### config.mk
export PLATFORM = sky130hd
export DESIGN_NAME = eesra_top
export DESIGN_NICKNAME = d
export VERILOG_FILES = /design/src/rtl/eesra_top.v
export VERILOG_INCLUDE_DIRS = /design/src /design/src/rtl
export SDC_FILE = /design/constraint.sdc
export NUM_CORES = 1
export LEC_CHECK = 0
export ABC_AREA = 1
export BUFFER_PORTS_ARGS = -buffer_cell sky130_fd_sc_hd__buf_2
export CAP_MARGIN = 10
export CORE_MARGIN = 2
export CORE_UTILIZATION = 35
export DETAILED_ROUTE_END_ITERATION = 7
export PLACE_DENSITY = 0.62
export SLEW_MARGIN = 20
export SYNTH_ARGS = -nofsm -noshare
export SYNTH_HDL_FRONTEND = slang
export SYNTH_SLANG_ARGS = --single-unit
export TNS_END_PERCENT = 20
### constraint.sdc
create_clock -name mclk -period 3.2 [get_ports mclk]
set_clock_uncertainty 0.05 [all_clocks]
set_input_delay 0.8 -clock mclk [delete_from_list [all_inputs] [get_ports mclk]]
set_output_delay 0.8 -clock mclk [all_outputs]
set_load 0.02 [all_outputs]
### src/rtl/eesra_regs.vh
// Constants for the serial EEPROM read-path addressing block
`ifndef EESRA_REGS_VH
`define EESRA_REGS_VH
`define EESRA_ADDR_W      16
`define EESRA_MEM_LAST    16'hffff
`define EESRA_ADDR_RST    16'h0000
`define EESRA_DEV_CODE    4'ha
`define EESRA_BITS_BYTE   4'h8
`define EESRA_ACK_BIT     4'h8
`endif

### src/rtl/eesra_top.v
// I2C serial EEPROM slave with selective and sequential read addressing
`timescale 1ns/10ps
`include "eesra_regs.vh"
// Operation
// Master selects a location by START, address with write bit, two address bytes.
// Address counter loads from both address bytes of the dummy write.
// Master then sends repeated START and the address with read bit set.
// Acknowledged data byte advances the counter and the next byte follows.
// Counter rolls from last location to first during multi-byte reads.
// Sequential read works after current-address and after selective reads.
// Slave address is 1010, three select-pin bits, then read/write bit.
// Idle counter points one past last accessed byte, wrapping, for current reads.
// Data line released in ninth clock; NoACK then STOP ends the read.
// 16-bit counter spans 65,536 bytes, first address byte is the high byte.
// Dummy write bytes are acknowledged; memory untouched on repeated START.
module eesra_top #(
	parameter AW = `EESRA_ADDR_W
) (
	input  wire          mclk,
	input  wire          nrst,
	input  wire          sclIn,
	input  wire          sdaIn,
	output reg           sdaOut,
	output reg           sdaOe,
	input  wire          device_select_pin_low,
	input  wire          device_select_pin_mid,
	input  wire          device_select_pin_high,
	output reg  [AW-1:0] memAddr,
	input  wire [7:0]    memData,
	output reg  [AW-1:0] addrCounter
);
	localparam ST_IDLE = 3'd0;
	localparam ST_DEV  = 3'd1;
	localparam ST_AHI  = 3'd2;
	localparam ST_ALO  = 3'd3;
	localparam ST_RD   = 3'd4;
	localparam ST_SKIP = 3'd5;

	reg          rstMeta_reg;
	reg          rstSync_reg;
	reg  [2:0]   sclSync_reg;
	reg  [2:0]   sdaSync_reg;
	reg  [2:0]   selMeta_reg;
	reg  [2:0]   selSync_reg;
	reg  [2:0]   state_reg;
	reg  [3:0]   bitCnt_reg;
	reg  [7:0]   shift_reg;
	reg  [7:0]   txByte_reg;
	reg  [7:0]   addrHi_reg;
	reg  [AW-1:0] counter_reg;
	reg          ackPhase_reg;
	reg          readMode_reg;
	wire         rstN;
	wire         sclRise;
	wire         sclFall;
	wire         sclHigh;
	wire         startCond;
	wire         stopCond;
	wire [2:0]   selPins;

	assign rstN = rstSync_reg;
	// Address compare only ever sees the synchronised straps
	assign selPins = selSync_reg;

	// Reset release through two flops
	always @(posedge mclk or negedge nrst) begin
		if (!nrst) begin
			rstMeta_reg <= 1'b0;
			rstSync_reg <= 1'b0;
		end else begin
			rstMeta_reg <= 1'b1;
			rstSync_reg <= rstMeta_reg;
		end
	end

	// Pin synchronisers; edge logic reads only stages 1 and 2
	always @(posedge mclk or negedge rstN) begin
		if (!rstN) begin
			sclSync_reg <= 3'h7;
			sdaSync_reg <= 3'h7;
		end else begin
			sclSync_reg <= {sclSync_reg[1:0], sclIn};
			sdaSync_reg <= {sdaSync_reg[1:0], sdaIn};
		end
	end

	// Select straps come from board pins, so they cross through two flops too
	always @(posedge mclk or negedge rstN) begin
		if (!rstN) begin
			selMeta_reg <= 3'h0;
			selSync_reg <= 3'h0;
		end else begin
			selMeta_reg <= {device_select_pin_high, device_select_pin_mid, device_select_pin_low};
			selSync_reg <= selMeta_reg;
		end
	end

	// Edge and condition decode from the settled stages only
	assign sclRise   = sclSync_reg[1] & ~sclSync_reg[2];
	assign sclFall   = ~sclSync_reg[1] & sclSync_reg[2];
	assign sclHigh   = sclSync_reg[1] & sclSync_reg[2];
	assign startCond = sclHigh & ~sdaSync_reg[1] & sdaSync_reg[2];
	assign stopCond  = sclHigh & sdaSync_reg[1] & ~sdaSync_reg[2];

	// Address match on fixed code and select pins
	function match;
		input [6:0] a;
		input [2:0] pins;
		begin
			match = (a[6:3] == `EESRA_DEV_CODE) && (a[2:0] == pins);
		end
	endfunction

	// Protocol engine: bits sampled on SCL rise, driven on SCL fall
	always @(posedge mclk or negedge rstN) begin
		if (!rstN) begin
			state_reg    <= ST_IDLE;
			bitCnt_reg   <= 4'h0;
			shift_reg    <= 8'h00;
			txByte_reg   <= 8'hff;
			addrHi_reg   <= 8'h00;
			counter_reg  <= `EESRA_ADDR_RST;
			ackPhase_reg <= 1'b0;
			readMode_reg <= 1'b0;
			sdaOut       <= 1'b1;
			sdaOe        <= 1'b0;
			memAddr      <= `EESRA_ADDR_RST;
			addrCounter  <= `EESRA_ADDR_RST;
		end else begin
			memAddr     <= counter_reg;
			addrCounter <= counter_reg;
			if (startCond) begin
				// Repeated START abandons a dummy write, nothing is written
				state_reg    <= ST_DEV;
				bitCnt_reg   <= 4'h0;
				ackPhase_reg <= 1'b0;
				sdaOe        <= 1'b0;
			end else if (stopCond) begin
				state_reg    <= ST_IDLE;
				sdaOe        <= 1'b0;
				ackPhase_reg <= 1'b0;
			end else if (state_reg != ST_IDLE && state_reg != ST_SKIP) begin
				if (sclRise) begin
					if (ackPhase_reg) begin
						if (state_reg == ST_RD) begin
							// Master ACK low continues, NoACK ends the stream.
							// Both step the counter, so an idle counter always
							// points past the byte last sent, wrapping at the top.
							if (!sdaSync_reg[1]) begin
								counter_reg <= counter_reg + 1'b1;
							end else begin
								counter_reg <= counter_reg + 1'b1;
								state_reg   <= ST_SKIP;
							end
						end
					end else begin
						shift_reg  <= {shift_reg[6:0], sdaSync_reg[1]};
						bitCnt_reg <= bitCnt_reg + 1'b1;
					end
				end else if (sclFall) begin
					if (ackPhase_reg) begin
						// End of ninth clock: next byte or release
						ackPhase_reg <= 1'b0;
						bitCnt_reg   <= 4'h0;
						// Read address ack ends here too; first byte comes from the counter
						if (state_reg == ST_RD || (state_reg == ST_DEV && readMode_reg)) begin
							state_reg  <= ST_RD;
							txByte_reg <= {memData[6:0], 1'b1};
							sdaOut     <= memData[7];
							sdaOe      <= 1'b1;
						end else begin
							sdaOe <= 1'b0;
						end
					end else if (bitCnt_reg == `EESRA_BITS_BYTE) begin
						ackPhase_reg <= 1'b1;
						case (state_reg)
							ST_DEV: begin
								if (match(shift_reg[7:1], selPins)) begin
									sdaOut       <= 1'b0;
									sdaOe        <= 1'b1;
									readMode_reg <= shift_reg[0];
									// On a read, stay in address state through our own ack,
									// else our low ack would look like a master ACK
									// and bump the counter before the first byte
									state_reg    <= shift_reg[0] ? ST_DEV : ST_AHI;
								end else begin
									state_reg <= ST_SKIP;
									sdaOe     <= 1'b0;
								end
							end
							ST_AHI: begin
								addrHi_reg <= shift_reg;
								sdaOut     <= 1'b0;
								sdaOe      <= 1'b1;
								state_reg  <= ST_ALO;
							end
							ST_ALO: begin
								counter_reg <= {addrHi_reg, shift_reg};
								sdaOut      <= 1'b0;
								sdaOe       <= 1'b1;
								state_reg   <= ST_SKIP;
							end
							default: begin
								// Release SDA for master acknowledge
								sdaOe <= 1'b0;
							end
						endcase
					end else if (state_reg == ST_RD) begin
						sdaOut     <= txByte_reg[7];
						txByte_reg <= {txByte_reg[6:0], 1'b1};
						sdaOe      <= 1'b1;
					end
				end
			end else if (state_reg == ST_SKIP && sclFall && ackPhase_reg) begin
				// Finish the ack slot after address low byte, then ignore data
				ackPhase_reg <= 1'b0;
				sdaOe        <= 1'b0;
			end
		end
	end
endmodule

==> results.yml, run 1 <==
clock_tree:
  cts_tree: "done"
  cts_max_level: 3
  postCtsSetupRepairBufs: 0
  holdBufCountCts: 0
  clock_sinks: 80
  root_buffer: "clkbuf_16"
  cts_buffers: 9
  ctsLongestPathBuffers: 2
  path_clk_slew_ns: 0.06
  insertion_delay_ns: 0.34
  postCtsResizedCells: 0
setup_path:
  critical_path_class: "flop to flop"
  cp.required_ns: 3.41
  cpMaxStageDelayCell: "dfstp_2"
  slowest_delay_ns: 0.54
  cp_max_fo: 17
  end_kind: "flop"
  cp.arrival_ns: 2.43
  path_buf_inv: 3
  worstSetupStartpointType: "flop"
  crit_family: "simple AND/OR/NAND/NOR gates"
  worstPathCellList: "inv_1 -> ha_1 -> inv_2 -> nor2_2 -> nor3_2 -> nand2_2 -> inv_4 -> nand2_1 -> o21ai_1"
global_routing:
  grt_start_max_net_pins: 79
  grt_pass1_wl_mm: 14.24
  grt_usage: 0.1426
  grt-ovfl-total: 0
  grt_pass1_vias: 3059
  antenna_found_initial: 0
synthesis:
  syn_inst: 508
  yosysMostFrequentCell: "nand2_1"
  avgSynthCellArea_um2: 7.842
  synth_top_area_frac: 0.4146
  synth_edf_count: 0
  ys_top_cells_by_area: "dfrtp_1, nand2_1, dfstp_2, nor2_1, nand3_1"
  synth_top_flop_cell: "dfrtp_1"
  async_reset_ff_frac: 1.000
  synthDistinctLibCells: 30
  ys_warn_count: 0
  yosysTopAreaCell: "dfrtp_1"
  synth_area_mm2: 0.003984
  synth_seq_cells: 80
  yosys-top-cells-count: "nand2_1, dfrtp_1, nor2_1"
  syn-num-nets: 529
  synth_seq_area_share: 0.5069
sta:
  grt_setup_unrepaired: "false"
  fin_crit_ns: 2.225
  setup_viol: 0
  fmax_mhz: 449.5
  fin_crit_sh: 0.6953
  slew_violations: 0
  finalHoldViolations: 0
  worst_pin_slew_ns: 0.5323
  slew-limit-headroom: 0.6452
  tns_ns: 0
routing:
  drtIter0Drc: 176
  vias_per_cell: 4.773
  drt_wl_total_mm: 8.314
  drtAntennaViolNets: 0
  num_vias: 3279
  drc: 0
  drt-pass1-iter-count: 4
  post_drt_wl_per_cell_um: 12.10
run:
  maxCapViolCount: 0
pwr:
  powerDensity_mw_per_mm2: 717.0
  peakVddDrop_v: 0.0003587
  p_leak_nw: 2.297
final_layout:
  antenna_cells: 0
  finalInstanceArea_mm2: 0.004549
  nets: 564
  area_growth_pct: 14.20
  drive_above_1_share: 0.1865
  nFillCells: 1095
placement:
  hpwl_mm: 5.771
  place_area_mm2: 0.004238
  place.gp.congestion: 0.8749
  io_buffers: 48
hold_path:
  hold_class: "flop to async pin"
floorplan:
  die_h_um: 110.7
  design.core.area_mm2: 0.01098
  die_w_um: 110.7
  die_area_mm2: 0.01225
  initial_core_util: 0.3627
  io_pins: 49
  row_count: 38
run_status:
  outcome: "finished clean"
==> cell type report <==
cell class,count,area [µm²],area share
inverter,49,186.4,0.04098
timing repair buffer,50,275.3,0.06051
multi-input combinational,353,1605,0.3529
clock inverter,2,13.76,0.003025
sequential,80,2023,0.4447
tap,140,175.2,0.03850
clock buffer,13,270.3,0.05941
==> report_power, final <==
part	leakage, nW	switching [mW]	internal, mW	total [mW]
combinational	1.13	0.557	0.283	0.841
clock	0.142	0.386	0.585	0.971
sequential	1.02	0.194	1.26	1.45
total	2.30	1.14	2.12	3.26
==> through the flow <==
| stage | power [mW] | util | hold slack [ns] | worst slack, ns | cells |
|---|---|---|---|---|---|
| global route | 3.479 | 0.4142 | 0.1711 | 0.8000 | 687 |
| CTS | 3.296 | 0.4117 | 0.1775 | 0.9680 | 686 |
| finish | 3.262 | 0.4142 | 0.1716 | 0.9751 | 687 |
| global placement | 2.289 | 0.3859 | 0.2855 | 1.107 | 671 |
| detailed placement | 2.304 | 0.3859 | 0.2855 | 1.008 | 671 |
| floorplan | 2.108 | - | 0.2812 | 0.7814 | 508 |
==> final timing paths <==
check	start	end	slack [ns]	cells past startpoint
worst max-delay path	sclSync_reg[2]	counter_reg[2]	0.98	9
worst min-delay path	rstN	shift_reg[2]	0.17	0
worst max register to register	sclSync_reg[2]	counter_reg[2]	0.98	9
worst min register to register	rstN	shift_reg[2]	0.17	0
max in group asynchronous	rstN	sdaSync_reg[2]	2.33	1
min in group mclk	selMeta_reg[2]	selPins[2]	0.29	0
==> cell families after synthesis <==
family | synth area share
other cells | 0.0009413
fa+ha+maj | 0.01884
buf+inv | 0.09014
compound gates | 0.06125
flops | 0.5069
xor+xnor | 0.008796
simple gates | 0.3131
==> per-layer routing <==
layer / vias up / part of all wire / global-route usage / wire length [µm]
li1: 1653 / - / - / -
met2: 67 / 0.46 / 0.2176 / 3794
met3: 17 / 0.038 / 0.04483 / 313
met1: 1542 / 0.49 / 0.1903 / 4039
met5: - / 0 / 0 / 0
met4: 0 / 0.020 / 0.05417 / 166
==> cell usage in the layout (no fill, tap or decap), drive strengths merged <==
master	Yosys	final
nor2	50	50
xor2	2	2
o21bai	1	1
a31oi	1	1
clkinv	0	2
dfstp	14	14
nand4	9	9
conb	1	1
o211ai	1	1
nand3	37	37
clkbuf	3	13
nand2	185	185
or2	3	3
nor3	9	9
nand3b	2	2
o21ai	43	43
ha	6	6
dfrtp	66	66
xnor2	2	2
buf	23	50
inv	49	49
a21boi	1	1
Note: power is estimated with default switching activity, not from simulation.
==> run 2, diff against run 1 <==
- ABC_AREA: 1 -> 0
- clock period: 3.2 -> 2.3 ns (I/O delays scaled with it)
==> results.yml, run 2 <==
clock_tree:
  cts_buffers: 9
  cts_max_level: 3
  cts_tree: "done"
  root_buffer: "clkbuf_8"
  clock_sinks: 80
  insertion_delay_ns: 0.36
  ctsLongestPathBuffers: 2
  path_clk_slew_ns: 0.09
synthesis:
  ys_top_cells_by_area: "dfrtp_1, dfstp_2, mux2_2, buf_4, o21ai_0"
  synth_area_mm2: 0.003870
  yosys-top-cells-count: "dfrtp_1, o21ai_0, a21oi_1"
  ys_warn_count: 0
  synth_top_area_frac: 0.4268
  syn-num-nets: 376
  syn_inst: 355
  avgSynthCellArea_um2: 10.90
  synth_seq_area_share: 0.5218
  synth_top_flop_cell: "dfrtp_1"
  yosysMostFrequentCell: "dfrtp_1"
  async_reset_ff_frac: 1.000
  yosysTopAreaCell: "dfrtp_1"
  synthDistinctLibCells: 60
  synth_seq_cells: 80
  synth_edf_count: 0
setup_path:
  worstSetupStartpointType: "flop"
  cp.arrival_ns: 2.37
  reg2reg_to: "counter_reg[6]"
  critical_path_class: "flop to flop"
  reg2reg_slack_ns: 0.13
  r2r-start: "sclSync_reg[2]"
  cp.required_ns: 2.50
  end_kind: "flop"
  cp_max_fo: 7
  worstRegToRegCells: 7
pwr:
  power.share.sequential: 0.484
  peakVddDrop_v: 0.0003827
  p_sw_mw: 1.105
  sw_frac_of_total: 0.3070
  p_int_mw: 2.495
  p_leak_nw: 2.099
  powerDensity_mw_per_mm2: 798.5
  p_clk_frac: 0.317
  power_frac_comb: 0.199
  p_total_mw: 3.600
run_status:
  outcome: "finished clean"
final_layout:
  nFillCells: 1021
  antenna_cells: 0
  final_common_cell: "dfrtp_1"
  drive_above_1_share: 0.3269
  area_growth_pct: 16.49
  nets: 429
  layout_common_cells: "dfrtp_1, buf_2, o21ai_0"
routing:
  drtAntennaViolNets: 0
  drt_wl_total_mm: 8.051
  drc: 0
  drt-pass1-iter-count: 4
  drtIter0Drc: 113
  post_drt_wl_per_cell_um: 14.56
  vias_per_cell: 5.193
  num_vias: 2872
sta:
  fmax_mhz: 460.3
  grt_setup_unrepaired: "false"
  slew_violations: 0
  slew-limit-headroom: 0.6011
  fin_crit_ns: 2.173
  worst_pin_slew_ns: 0.5984
  setup_viol: 0
  fin_hold_ws_ns: 0.2552
  setup_ws_ns: 0.1273
  fin_crit_sh: 0.9446
  finalHoldViolations: 0
floorplan:
  die_w_um: 109.2
  row_count: 38
  die_h_um: 109.2
  design.core.area_mm2: 0.01079
  io_pins: 49
  initial_core_util: 0.3586
  die_area_mm2: 0.01191
global_routing:
  antenna_found_initial: 0
  grt_pass1_vias: 2851
  grt_pass1_wl_mm: 13.89
  grt_start_max_net_pins: 44
  grt-ovfl-total: 0
  grt_usage: 0.1509
hold_path:
  min-delay-start: "sdaIn"
  holdPathStages: 1
  hold-path-endpoint: "sdaSync_reg[0]"
  hold_class: "primary input to flop"
placement:
  io_buffers: 48
  place.gp.congestion: 0.8998
  hpwl_mm: 5.690
  dp_slack_ns: 0.1386
run:
  maxCapViolCount: 0
-- run 2: changes by cell type in the layout (fill, tap and decap cells not counted), sizes merged, moves of 18 or more --
cell   delta
nand2   -166
o21ai    -19
nand3    -24
a21oi    +22
buf      +22
inv      -33
nor2     -34
mux2     +18
-- run 2: cell families after synthesis --
logic type | count (synthesis) | share of synthesized area
adder cells (fa/ha/maj) | 6 | 0.01940
multiplexers | 27 | 0.07565
flip-flops | 80 | 0.5218
AO/OA/AOI/OAI | 87 | 0.1484
XOR/XNOR | 7 | 0.01584
AND/OR/NAND/NOR | 102 | 0.1510
buffers and inverters | 45 | 0.06692
other | 1 | 0.0009690
-- run 2: area by class of cell --
type	count	area, µm²	share of cell area
flip-flops and latches	80	2023	0.4488
multi-input cells	230	1598	0.3544
repair buffers	73	442.9	0.09825
well taps	140	175.2	0.03886
clock buffers	9	123.9	0.02748
clock inverters	7	92.59	0.02054
inverters	14	52.55	0.01166
-- run 2: metrics by stage --
step / area, µm² / setup TNS, ns / util / std cells
floorplan: 3871 / -0.02785 / - / 355
global placement: 4275 / 0 / 0.3961 / 536
detailed placement: 4275 / 0 / 0.3961 / 536
CTS: 4502 / 0 / 0.4171 / 553
global route: 4508 / 0 / 0.4177 / 553
finish: 4508 / 0 / 0.4177 / 553
-- run 2: layer usage --
layer  wire, µm  share of wire  track usage
met5          0              0            0
met4        177          0.022      0.05678
met3        508          0.063      0.04304
met2       3743           0.46       0.2378
met1       3621           0.45       0.1966
-- run 2: how the worst max path moves through the flow --
stage                    from              end  slack, ns
5_1_grt         bitCnt_reg[0]   counter_reg[6]      0.004
4_1_cts        sclSync_reg[2]   counter_reg[6]       0.13
2_1_floorplan  sclSync_reg[2]  counter_reg[13]      -0.03
6_report       sclSync_reg[2]   counter_reg[6]       0.13
3_3_place_gp   sclSync_reg[2]   counter_reg[6]       0.16
3_5_place_dp   sclSync_reg[2]   counter_reg[6]       0.14
-- run 2: critical path: stages (launching register included) --
cell and delay [ns]:
dfstp_2 0.55, ha_1 0.23, and4b_1 0.27, a32oi_2 0.12, or2_1 0.29, buf_4 0.18
a222oi_1 0.32, inv_1 0.07
-- run 2: timing repair --
action / 4_1_cts / 5_1_grt
hold buffers: 1 / 0
resized for setup: 0 / 1
endpoints found under the hold margin: 2 / 0
endpoints found under the setup margin: 0 / 2
setup buffers: 0 / 0
-- run 2: power by group through the flow --
stage	Sequential [mW]	Clock, mW	Combinational (mW)
2_1_floorplan	1.71	0	0.538
3_3_place_gp	1.75	0	0.688
3_5_place_dp	1.76	0	0.710
4_1_cts	1.74	1.18	0.713
5_1_grt	1.77	1.25	0.803
6_report	1.74	1.14	0.717
